<file path="src/tagl_pkg.sv">
package tagl_pkg;
   // Register byte addresses on the Wishbone bus
   localparam logic [7:0] A_TRK_EN = 8'h00;
   localparam logic [7:0] A_CFG = 8'h04;
   localparam logic [7:0] A_MEDIA_SEL = 8'h08;
   localparam logic [7:0] A_ROUTE_CMD = 8'h0c;
   localparam logic [7:0] A_ROUTE0 = 8'h10;
   localparam logic [7:0] A_GAIN_CMD = 8'h1c;
   localparam logic [7:0] A_GAIN0 = 8'h20;
   localparam logic [7:0] A_THR = 8'h30;
   localparam logic [7:0] A_STATUS = 8'h34;

   // CFG field positions
   localparam int CFG_W = 7;
   localparam int CFG_ARM_ONLY = 0;
   localparam int CFG_LINK_LR = 1;
   localparam int CFG_LINK_AUX = 2;
   localparam int CFG_LIMON_LR = 3;
   localparam int CFG_LIMON_AUX = 4;
   localparam int CFG_LIMLINK_LR = 5;
   localparam int CFG_LIMLINK_AUX = 6;

   // Command and status field positions
   localparam int CMD_PRESS = 8;
   localparam int GCMD_DELTA_LSB = 8;
   localparam int GCMD_PRESS = 16;
   localparam int STAT_SHOW_LSB = 16;
   localparam int STAT_LIMACT_LSB = 20;
   localparam int STAT_FADER = 24;

   // Reset values
   localparam logic [CFG_W-1:0] CFG_RST = 7'h00;
   localparam logic [23:0] THR_RST = 24'h7fffff;

   // Master gain in 0.1 dB steps
   localparam int GAIN_W = 11;
   localparam int NMASTER = 4;
   localparam logic signed [12:0] GAIN_MIN = -13'sd600;
   localparam logic signed [12:0] GAIN_MAX = 13'sd150;
   localparam logic [GAIN_W-1:0] GAIN_UNITY = 11'h000;
   localparam logic [11:0] GAIN_OFFSET = 12'h258;
   localparam logic [9:0] STEPS_PER_OCT = 10'h03c;
   localparam logic [17:0] OCT_RECIP_Q16 = 18'h00444;
   localparam int EXP_BIAS_SHIFT = 26;
   localparam logic [2:0] RED_MAX = 3'h7;

   // Indicator timing
   localparam int CLK_MHZ = 100;
   localparam int BLINK_HALF_MS = 250;
   localparam int DISP_HALF_MS = 1000;
   localparam int BLINK_HALF_CYC = BLINK_HALF_MS * 1000 * CLK_MHZ;
   localparam int DISP_HALF_CYC = DISP_HALF_MS * 1000 * CLK_MHZ;
endpackage

</file>
<file path="src/tagl_track_arm.sv">
// The implementer's own choices: the Wishbone interface to the registers and the address map.
`timescale 1ns/1ps
// How it works
// - Armed means enabled and live input routed
// - Only armed tracks are ever recorded
// - No input or no media keeps unarmed
// - Indicator off, flashing, or steady per state
// - Arm-only option suppresses the flashing state
// - Write needs media selected, routed, armed
// - Reset routes every track to every media
// - Selector press inverts highlighted routing entry
// - Partial media alternates time and track count
// - Four master gains, -60 to +15 dB
// - Master gain applied to summed track signal
// - Linked pair adjusts both gains together
// - Selector press sets gain to unity
// - Each master track has own limiter
// - Limiter on/off applies to whole pair
// - Linked limiters share identical gain reduction
// - Indicators show engaged, active, joined limiters
// - Attached fader controller owns gain changes
module tagl_track_arm
   import tagl_pkg::*;
#(
   parameter int NTRK = 12,
   parameter int NMEDIA = 3,
   parameter int BLINK_HALF = BLINK_HALF_CYC,
   parameter int DISP_HALF = DISP_HALF_CYC
) (
   input logic mclk,
   input logic rst_b,
   input logic wb_cyc_i,
   input logic wb_stb_i,
   input logic wb_we_i,
   input logic [7:0] wb_adr_i,
   input logic [3:0] wb_sel_i,
   input logic [31:0] wb_dat_i,
   output logic [31:0] wb_dat_o,
   output logic wb_ack_o,
   input logic [NTRK-1:0] trackInputLive,
   input logic faderAttached,
   input logic faderStb,
   input logic [1:0] faderTrack,
   input logic [7:0] faderDelta,
   input logic inValid,
   output logic inReady,
   input logic [1:0] inChannel,
   input logic [23:0] inSample,
   output logic outValid,
   input logic outReady,
   output logic [1:0] outChannel,
   output logic [23:0] outSample,
   output logic [NTRK-1:0] trackArmed,
   output logic [NTRK-1:0] trackLed,
   output logic [NMEDIA*NTRK-1:0] mediaWrite,
   output logic [NMEDIA-1:0] mediaShowCount,
   output logic [NMASTER-1:0] limiterEngaged,
   output logic [NMASTER-1:0] limiterActive,
   output logic [1:0] limiterJoined
);

   typedef struct packed {
      logic ack;
      logic [31:0] rdat;
      logic [NTRK-1:0] trkEn;
      logic [CFG_W-1:0] cfg;
      logic [NMEDIA-1:0] mediaSel;
      logic [NMEDIA-1:0][NTRK-1:0] route;
      logic [NMASTER-1:0][GAIN_W-1:0] gain;
      logic [23:0] thr;
      logic [NTRK-1:0] armed;
      logic [NTRK-1:0] led;
      logic [NMEDIA-1:0][NTRK-1:0] mWrite;
      logic [NMEDIA-1:0] showCount;
      logic [31:0] blinkCnt;
      logic blink;
      logic [31:0] dispCnt;
      logic dispPhase;
      logic inRdy;
      logic stV;
      logic [1:0] stCh;
      logic [23:0] stSmp;
      logic [1:0] bV;
      logic [1:0][1:0] bCh;
      logic [1:0][23:0] bSmp;
      logic [NMASTER-1:0][2:0] red;
      logic [NMASTER-1:0] limEng;
      logic [NMASTER-1:0] limAct;
      logic [1:0] limJoin;
   } tagl_state_s;

   tagl_state_s s;
   tagl_state_s n;

   function automatic logic [31:0] merge(input logic [31:0] old, input logic [31:0] dat,
                                         input logic [3:0] sel);
      logic [31:0] m;
      m = {{8{sel[3]}}, {8{sel[2]}}, {8{sel[1]}}, {8{sel[0]}}};
      return (old & ~m) | (dat & m);
   endfunction

   // Adds a signed step count and clamps to the legal gain range
   function automatic logic [GAIN_W-1:0] gainAdj(input logic [GAIN_W-1:0] g,
                                                 input logic [7:0] d);
      logic signed [12:0] t;
      t = 13'(signed'(g)) + 13'(signed'(d));
      if (t > GAIN_MAX) begin
         t = GAIN_MAX;
      end else if (t < GAIN_MIN) begin
         t = GAIN_MIN;
      end
      return t[GAIN_W-1:0];
   endfunction

   logic wr;
   logic [NTRK-1:0] anyRoute;
   logic [NTRK-1:0] armedNow;
   logic gCmd;
   logic [1:0] gTrk;
   logic [7:0] gDelta;
   logic gPress;
   logic [11:0] idxW;
   logic [9:0] idx;
   logic [9:0] ex;
   logic [9:0] fr;
   logic [17:0] coef;
   logic signed [42:0] prod;
   logic signed [55:0] wide;
   logic signed [55:0] gy;
   logic signed [23:0] g24;
   logic signed [23:0] ys;
   logic signed [24:0] mag;
   logic signed [24:0] thrS;
   logic [1:0] ch;
   logic [1:0] pr;
   logic limOn;
   logic limLk;
   logic [2:0] rEff;
   logic [2:0] rNew;
   logic [23:0] res;
   logic push;
   logic pop;
   logic [31:0] wcur;

   always_comb begin
      n = s;
      wr = 1'b0;
      wcur = 32'h0;
      // Single-cycle wait state: ack follows the first cycle of a request
      n.ack = wb_cyc_i & wb_stb_i & ~s.ack;
      wr = n.ack & wb_we_i;

      if (s.blinkCnt == 32'(BLINK_HALF - 1)) begin
         n.blinkCnt = 32'h0;
         n.blink = ~s.blink;
      end else begin
         n.blinkCnt = s.blinkCnt + 32'h1;
      end
      if (s.dispCnt == 32'(DISP_HALF - 1)) begin
         n.dispCnt = 32'h0;
         n.dispPhase = ~s.dispPhase;
      end else begin
         n.dispCnt = s.dispCnt + 32'h1;
      end

      // Arming and media decisions
      anyRoute = '0;
      for (int m = 0; m < NMEDIA; m++) begin
         anyRoute = anyRoute | s.route[m];
      end
      armedNow = s.trkEn & trackInputLive & anyRoute;
      n.armed = armedNow;
      n.led = armedNow | (s.trkEn & ~armedNow & {NTRK{s.blink & ~s.cfg[CFG_ARM_ONLY]}});
      for (int m = 0; m < NMEDIA; m++) begin
         n.mWrite[m] = armedNow & s.route[m] & {NTRK{s.mediaSel[m]}};
         n.showCount[m] = s.mediaSel[m] & (|(armedNow & ~s.route[m])) & s.dispPhase;
      end

      // Register writes
      if (wr) begin
         if (wb_adr_i == A_TRK_EN) begin
            wcur = merge(32'(s.trkEn), wb_dat_i, wb_sel_i);
            n.trkEn = wcur[NTRK-1:0];
         end else if (wb_adr_i == A_CFG) begin
            wcur = merge(32'(s.cfg), wb_dat_i, wb_sel_i);
            n.cfg = wcur[CFG_W-1:0];
         end else if (wb_adr_i == A_MEDIA_SEL) begin
            wcur = merge(32'(s.mediaSel), wb_dat_i, wb_sel_i);
            n.mediaSel = wcur[NMEDIA-1:0];
         end else if (wb_adr_i == A_THR) begin
            wcur = merge(32'(s.thr), wb_dat_i, wb_sel_i);
            n.thr = wcur[23:0];
         end else if (wb_adr_i == A_ROUTE_CMD && wb_sel_i[1] && wb_dat_i[CMD_PRESS]) begin
            for (int m = 0; m < NMEDIA; m++) begin
               for (int t = 0; t < NTRK; t++) begin
                  if (wb_dat_i[5:4] == 2'(m) && wb_dat_i[3:0] == 4'(t)) begin
                     n.route[m][t] = ~s.route[m][t];
                  end
               end
            end
         end
      end

      // Gain command source: the fader controller takes over when attached
      if (faderAttached) begin
         gCmd = faderStb;
         gTrk = faderTrack;
         gDelta = faderDelta;
         gPress = 1'b0;
      end else begin
         gCmd = wr && wb_adr_i == A_GAIN_CMD && (|wb_sel_i);
         gTrk = wb_dat_i[1:0];
         gDelta = wb_dat_i[GCMD_DELTA_LSB +: 8];
         gPress = wb_dat_i[GCMD_PRESS];
      end
      for (int t = 0; t < NMASTER; t++) begin
         // Pair linking stays under local control in both modes
         if (gCmd && (gTrk == 2'(t) ||
             (gTrk[1] == t[1] && (t[1] ? s.cfg[CFG_LINK_AUX] : s.cfg[CFG_LINK_LR])))) begin
            n.gain[t] = gPress ? GAIN_UNITY : gainAdj(s.gain[t], gDelta);
         end
      end

      // Master gain: 2^(steps/60) as exponent plus linear mantissa
      idxW = 12'(signed'(s.gain[s.stCh])) + GAIN_OFFSET;
      idx = idxW[9:0];
      ex = idx / STEPS_PER_OCT;
      fr = idx - 10'(ex * STEPS_PER_OCT);
      coef = 18'(({8'h00, fr} + 18'(STEPS_PER_OCT)) * OCT_RECIP_Q16);
      prod = signed'(s.stSmp) * signed'({1'b0, coef});
      wide = 56'(prod) <<< ex[3:0];
      gy = wide >>> EXP_BIAS_SHIFT;
      if (gy > 56'sh7fffff) begin
         g24 = 24'sh7fffff;
      end else if (gy < -56'sh800000) begin
         g24 = -24'sh800000;
      end else begin
         g24 = gy[23:0];
      end

      // Track limiter with shift-step gain reduction
      ch = s.stCh;
      pr = ch ^ 2'h1;
      limOn = ch[1] ? s.cfg[CFG_LIMON_AUX] : s.cfg[CFG_LIMON_LR];
      limLk = ch[1] ? s.cfg[CFG_LIMLINK_AUX] : s.cfg[CFG_LIMLINK_LR];
      rEff = (limLk && s.red[pr] > s.red[ch]) ? s.red[pr] : s.red[ch];
      ys = g24 >>> rEff;
      mag = ys[23] ? -25'(ys) : 25'(ys);
      thrS = signed'({1'b0, s.thr});
      rNew = rEff;
      res = ys;
      if (!limOn) begin
         rNew = 3'h0;
         res = g24;
      end else if (mag > thrS) begin
         rNew = (rEff == RED_MAX) ? RED_MAX : rEff + 3'h1;
         res = ys[23] ? 24'(-thrS) : s.thr;
      end else if (mag < (thrS >>> 1) && rEff != 3'h0) begin
         rNew = rEff - 3'h1;
      end

      // Stage, then two-entry output buffer
      pop = s.bV[0] & outReady;
      push = s.stV & ~s.bV[1];
      if (pop) begin
         n.bV = {1'b0, s.bV[1]};
         n.bCh[0] = s.bCh[1];
         n.bSmp[0] = s.bSmp[1];
      end
      if (push) begin
         n.red[ch] = rNew;
         if (limLk) begin
            n.red[pr] = rNew;
         end
         n.stV = 1'b0;
         if (!n.bV[0]) begin
            n.bV[0] = 1'b1;
            n.bCh[0] = ch;
            n.bSmp[0] = res;
         end else begin
            n.bV[1] = 1'b1;
            n.bCh[1] = ch;
            n.bSmp[1] = res;
         end
      end
      if (s.inRdy && inValid) begin
         n.stV = 1'b1;
         n.stCh = inChannel;
         n.stSmp = inSample;
      end
      n.inRdy = ~n.stV;

      for (int t = 0; t < NMASTER; t++) begin
         n.limEng[t] = t[1] ? s.cfg[CFG_LIMON_AUX] : s.cfg[CFG_LIMON_LR];
         n.limAct[t] = n.limEng[t] & (n.red[t] != 3'h0);
      end
      n.limJoin = {s.cfg[CFG_LIMON_AUX] & s.cfg[CFG_LIMLINK_AUX],
                   s.cfg[CFG_LIMON_LR] & s.cfg[CFG_LIMLINK_LR]};

      // Read data, zero for unmapped addresses
      n.rdat = 32'h0;
      if (wb_adr_i == A_TRK_EN) begin
         n.rdat = 32'(s.trkEn);
      end else if (wb_adr_i == A_CFG) begin
         n.rdat = 32'(s.cfg);
      end else if (wb_adr_i == A_MEDIA_SEL) begin
         n.rdat = 32'(s.mediaSel);
      end else if (wb_adr_i == A_THR) begin
         n.rdat = 32'(s.thr);
      end else if (wb_adr_i == A_STATUS) begin
         n.rdat = 32'(s.armed);
         n.rdat[STAT_SHOW_LSB +: NMEDIA] = s.showCount;
         n.rdat[STAT_LIMACT_LSB +: NMASTER] = s.limAct;
         n.rdat[STAT_FADER] = faderAttached;
      end
      for (int m = 0; m < NMEDIA; m++) begin
         if (wb_adr_i == A_ROUTE0 + 8'(4 * m)) begin
            n.rdat = 32'(s.route[m]);
         end
      end
      for (int t = 0; t < NMASTER; t++) begin
         if (wb_adr_i == A_GAIN0 + 8'(4 * t)) begin
            n.rdat = 32'(signed'(s.gain[t]));
         end
      end
      if (!n.ack) begin
         n.rdat = 32'h0;
      end
   end

   always_ff @(posedge mclk or negedge rst_b) begin
      if (!rst_b) begin
         s <= '0;
         s.cfg <= CFG_RST;
         s.route <= '1;
         s.mediaSel <= '1;
         s.thr <= THR_RST;
         s.inRdy <= 1'b1;
      end else begin
         s <= n;
      end
   end

   assign wb_ack_o = s.ack;
   assign wb_dat_o = s.rdat;
   assign inReady = s.inRdy;
   assign outValid = s.bV[0];
   assign outChannel = s.bCh[0];
   assign outSample = s.bSmp[0];
   assign trackArmed = s.armed;
   assign trackLed = s.led;
   assign mediaWrite = s.mWrite;
   assign mediaShowCount = s.showCount;
   assign limiterEngaged = s.limEng;
   assign limiterActive = s.limAct;
   assign limiterJoined = s.limJoin;

endmodule

</file>
<file path="config.mk">
export PLATFORM = sky130hd
export DESIGN_NAME = tagl_track_arm
export DESIGN_NICKNAME = d
export VERILOG_FILES = /design/src/tagl_pkg.sv /design/src/tagl_track_arm.sv
export SDC_FILE = /design/constraint.sdc
export NUM_CORES = 2
export LEC_CHECK = 0
export BUFFER_PORTS_ARGS = -buffer_cell sky130_fd_sc_hd__buf_2
export CAP_MARGIN = 20
export CORE_ASPECT_RATIO = 0.7
export CORE_UTILIZATION = 25
export DETAILED_ROUTE_END_ITERATION = 8
export PLACE_DENSITY = 0.37
export SLEW_MARGIN = 25
export SYNTH_ARGS = -nofsm -noshare
export SYNTH_HDL_FRONTEND = slang
export SYNTH_SLANG_ARGS = --single-unit
</file>
<file path="constraint.sdc">
create_clock -name mclk -period 28.6 [get_ports mclk]
set_input_delay 1.43 -clock mclk [delete_from_list [all_inputs] [get_ports mclk]]
set_output_delay 1.43 -clock mclk [all_outputs]
set_load 0.005 [all_outputs]
</file>
Word level (Yosys, flattened, before mapping)

Index checks and enable logic that the tools add are counted.

Register bits: 391
Output and inout bits: 134

Add/subtract/negate cells: 13
$mul: 3
Divide/modulo/power cells: 1
Order comparisons: 17
Eq/ne operators: 32
Shift operators: 2
Muxes and demuxes: 68
Bitwise operators: 96
Reduce and logical (&&, ||, !) cells: 109

Operator list:

| operator                                                     | count |
|---|---|
| 2-to-1 mux 32 bit                                            | 10 |
| AND reduction 7 bit                                          | 36 |
| 2-to-1 mux 24 bit                                            | 8 |
| AND 12 bit                                                   | 14 |
| 2-to-1 mux 25 bit                                            | 6 |
| 2-to-1 mux 11 bit                                            | 12 |
| 2-to-1 mux 66 bit                                            | 1 |
| adder 32 x 1 -> 32 bit, second input constant                | 2 |
| <<< shifter 43 x 4 -> 56 bit                                 | 1 |
| logical AND 1 bit                                            | 51 |
| adder 11 x 8 -> 12 bit                                       | 4 |
| AND 24 bit                                                   | 2 |
| == test 8 x 6 -> 1 bit, second input constant                | 6 |
| > comparator 12 x 9 -> 1 bit, second input constant          | 4 |
| less-than comparator 12 x 11 -> 1 bit, second input constant | 4 |
| inverter 1 bit                                               | 48 |
| inverter 12 bit                                              | 4 |
| OR 12 bit                                                    | 4 |
| multiplier 24 x 17 -> 41 bit                                 | 1 |
| OR reduction 12 bit                                          | 3 |
| == test 32 x 25 -> 1 bit, second input constant              | 1 |
| == test 32 x 27 -> 1 bit, second input constant              | 1 |
| == test 8 x 5 -> 1 bit, second input constant                | 4 |
| > comparator 30 x 24 -> 1 bit, second input constant         | 1 |
| other kinds (54)                                             | 113 |

Logic depth before layout (Yosys ltp)

Depth after elaboration: 27
Mapped depth: 96

Least setup slack after synthesis

No wires, ideal clock.

Path type: register to register
Start point: reg s (netlist bit ch[0])
End point: reg s[66] in the netlist's numbering
Arrival: 19.899 ns
Path slack: 8.618 ns
Stages on the path, launching flop included: 90
Cell sequence: dfrtp_1 > buf_6 > mux4_2 > inv_1 > ha_1 > inv_1 > a21o_4 > xnor2_4 > nor2_1 > and3_1 > or2_2 > nand2b_1 > clkbuf_1 > clkinv_1 > buf_1 > clkbuf_1 > fa_1 > inv_1 > [54 not listed] > o21a_1 > o21ai_0 > nand2b_1 > a21oi_1 > nor2b_1 > o21ai_0 > nand2b_1 > a21oi_1 > o21ai_0 > a221oi_1 > o21ai_0 > a221oi_1 > a31oi_1 > clkbuf_1 > buf_1 > o311ai_0 > o31ai_1 > o21ai_0

Word-level cells in the longest chain between the ends: 19
Elaborated cells on any way between the ends: 29
Those cells by class: add/sub (4); mul (3); div (1); order compare (4); shift (2); mux (13); bitwise (1); reduce/logical (1)

Ends and longest elaborated chain:

| item                                    | RTL line              | text |
|---|---|---|
| from (decl)                             | tagl_track_arm.sv:92  | `tagl_state_s s;` |
| from (signal assigned)                  | tagl_track_arm.sv:340 | `s <= n;` |
| binary-select mux 11 bit (select 2 bit) | tagl_track_arm.sv:225 | `idxW = 12'(signed'(s.gain[s.stCh])) + GAIN_OFFSET;` |
| 2-to-1 mux 10 bit (implied by the code) | tagl_track_arm.sv:225 |  |
| adder 10 bit                            | tagl_track_arm.sv:225 |  |
| divider 10 x 6 -> 10 bit                | tagl_track_arm.sv:227 | `ex = idx / STEPS_PER_OCT;` |
| multiplier 10 x 4 -> 8 bit              | tagl_track_arm.sv:228 | `fr = idx - 10'(ex * STEPS_PER_OCT);` |
| subtractor 10 bit                       | tagl_track_arm.sv:228 |  |
| adder 10 x 6 -> 11 bit                  | tagl_track_arm.sv:229 | `coef = 18'(({8'h00, fr} + 18'(STEPS_PER_OCT)) * OCT_RECIP_Q16);` |
| multiplier 11 x 9 -> 16 bit             | tagl_track_arm.sv:229 |  |
| [3 not listed]                          | -                     |  |
| 2-to-1 mux 24 bit                       | tagl_track_arm.sv:235 | `end else if (gy < -56'sh800000) begin` |
| 2-to-1 mux 24 bit                       | tagl_track_arm.sv:233 | `if (gy > 56'sh7fffff) begin` |
| >>> shifter 24 x 3 -> 24 bit            | tagl_track_arm.sv:247 | `ys = g24 >>> rEff;` |
| negator 24 -> 25 bit                    | tagl_track_arm.sv:248 | `mag = ys[23] ? -25'(ys) : 25'(ys);` |
| 2-to-1 mux 25 bit                       | tagl_track_arm.sv:248 |  |
| > comparator 25 bit                     | tagl_track_arm.sv:255 | `end else if (mag > thrS) begin` |
| 2-to-1 mux 24 bit                       | tagl_track_arm.sv:255 |  |
| 2-to-1 mux 24 bit *                     | tagl_track_arm.sv:252 | `if (!limOn) begin` |

Mark *: on every way between the ends. The rest lies on a longest branch, timed or not. The select of a mux whose other input is x is not followed.
A chain may end at the register's enable or synchronous reset.

Worst setup path after layout

Start point: reg s (netlist bit ch[0])
End point: reg s[64] in the netlist's numbering

The elaborated chain is that of the path after synthesis.

==> impl_metrics.ini <==
[status]
status = completed

[yosys]
synthFlopType = dfrtp_1
ys_seq_elements = 384
synth_async_sr_flop_share_pct = 100.0
ys_warn_count = 0
avgSynthCellArea_um2 = 8.884
syn_area_mm2 = 0.04251
synth.net_count = 5525
syn_inst = 4785
synth_edf_count = 0
synth.distinct_cells = 117
yosysSeqAreaShare_pct = 22.79

[sta]
fmax_mhz = 38.90
fin_worst_skew_ns = 0.04458
period_share_pct = 89.89
tns_ns = 0
period_needed_ns = 25.71
finalMaxSlewViolations = 0
finalHoldViolCount = 0
rsz0062_at_grt = no
setup_viol = 0
worstMarginPinSlew_ns = 1.096
slew_headroom_pct = 26.34

[routing]
wl_um = 151600
avgRoutedWirePerCell_um = 21.39
remaining_drc_errors = 0
num_vias = 34790
drt_first_pass_iters = 5
vias_per_cell = 4.908
ant_nets = 0
initialDrtViolationCount = 2479

[setup_path]
slowest_stage = dfrtp_1
critical_path.endpoint_type = flip-flop
cpMostUsedCell = a21oi_1
critPathLaunchType = flip-flop
ff2ff_path_depth = 86
crit_path_max_fanout = 31
critPathKind = flip-flop to flip-flop
cp.arrival_ns = 26.20
slowest_delay_ns = 0.82
worstPathRequired_ns = 29.10

[global_route]
grt_pass1_wl_um = 232200
grt_pass1_vias = 35530
grt_max_degree = 139
grt_antenna_before_repair = 4
track_usage_pct = 17.72
gr-total-overflow = 0

[clocking]
clock_sinks = 384
htree_levels = 2
clk_pin_slew_ns = 0.06
worstSkewPairLatency_ns = 0.69
postCtsSetupBuffers = 0
clk_path_buf_depth = 3
cts_buffers = 47
cts_hold_buf = 0
cts-resized-gates = 0
cts_tree = yes
root_buffer = clkbuf_16

[die]
start_util_pct = 25.20
die_h_um = 347
rows = 126
die_area_mm2 = 0.1717
io_pins = 235
dieWidth_um = 494.9
core_mm2 = 0.1687

[placement]
place_congestion = 0.8800
dpl.hpwl_um = 119200
io_buffers = 226

[cells_and_area]
drive_gt1_share_pct = 14.19
nets = 5551
diodes = 0
syn2layout_area_growth_pct = 10.66
fillCellCount = 18150

[hold_path]
min_path_cells = 1
min_path_type = flip-flop to flip-flop

[run]
maxCapViolations = 0
## through the flow
stage          utilization, %  cell area [um^2]  worst slack (ns)  instances  hold WS, ns
5_1_grt                 27.89             47040             1.167       7089       0.4906
2_1_floorplan               -             42510             8.618       4785       0.4334
6_report                27.89             47040             2.891       7089       0.4725
3_5_place_dp            26.96             45470             3.036       7002       0.4631
4_1_cts                 27.88             47040             2.929       7089       0.4712
3_3_place_gp            26.96             45470             3.162       7002       0.4612
## metal layers
layer / track usage [%] / share of wire, % / wire, um
met5: 0 / 0 / 0
met4: 2.723 / 1.3 / 1987
met3: 2.031 / 4.5 / 6887
met2: 25.48 / 41 / 62490
met1: 28.19 / 53 / 80280
## worst max-delay path: cells and delay by family (launching register included)
kind	cells	cell delay, ns
xor gates and xnor gates	5	1.79
buffers and inverters	12	1.79
DFF	1	0.82
and+or+nand+nor	10	2.24
AOI/OAI and AO/OA	41	10.96
adders and majority gates	17	7.06
muxes	1	0.73
## final cells by class
type | count | area (um^2) | share of cell area (%)
multi-input combinational | 3468 | 28990 | 61.62
sequential | 384 | 9688 | 20.59
tap | 2240 | 2803 | 5.958
inverter | 609 | 2286 | 4.859
timing repair buffer | 301 | 1717 | 3.649
clock buffer | 67 | 1321 | 2.809
clock inverter | 20 | 241.5 | 0.5133
## cells by family (layout without fill, tap and decap cells)
logic type,count (synthesis),after routing,share of synthesized area [%]
multiplexers,187,187,5.183
adder cells (fa/ha/maj),639,639,25.70
AO/OA/AOI/OAI,969,969,15.71
XOR/XNOR,243,243,5.068
buffers and inverters,933,997,9.542
AND/OR/NAND/NOR,1430,1430,16.01
flip-flops,384,384,22.79
## cell usage in the layout, fill, tap and decap left out, drive strengths merged, types with 135 or more instances in the layout
master | netlist | final
a21oi | 215 | 215
and2 | 141 | 141
buf | 166 | 301
dfrtp | 321 | 321
fa | 390 | 390
ha | 249 | 249
inv | 606 | 607
mux2 | 135 | 135
nand2 | 584 | 584
nor2 | 267 | 267
o21ai | 215 | 215
xnor2 | 170 | 170
## Yosys cell counts, drive strengths merged, types with 71 or more instances
cell type  count  area share (%)
fa           390              18
mux2         135             3.6
buf          166             2.8
inv          606             5.4
dfrtp        321              19
and2         141             2.1
nand3         71            0.85
a21oi        215             2.6
ha           249             7.3
and3          75             1.1
nand2        584             5.2
o21ai        215             2.6
xor2          73             1.5
xnor2        170             3.6
nor2         267             2.4
clkbuf       158             1.4
## worst paths after layout
kind | end | startpoint | slack [ns]
worst max-delay path | s[64] | ch[0] | 2.89
worst min-delay path | s[169] | s[169] | 0.47
worst max register to register | s[64] | ch[0] | 2.89
worst min register to register | s[169] | s[169] | 0.47
max in group asynchronous | mediaWrite[12] | rst_b | 25.68
min in group asynchronous | outChannel[1] | rst_b | 0.77
Power is not shown: default switching activity piles up to over one toggle a cycle in this logic, so the estimate is an artifact.
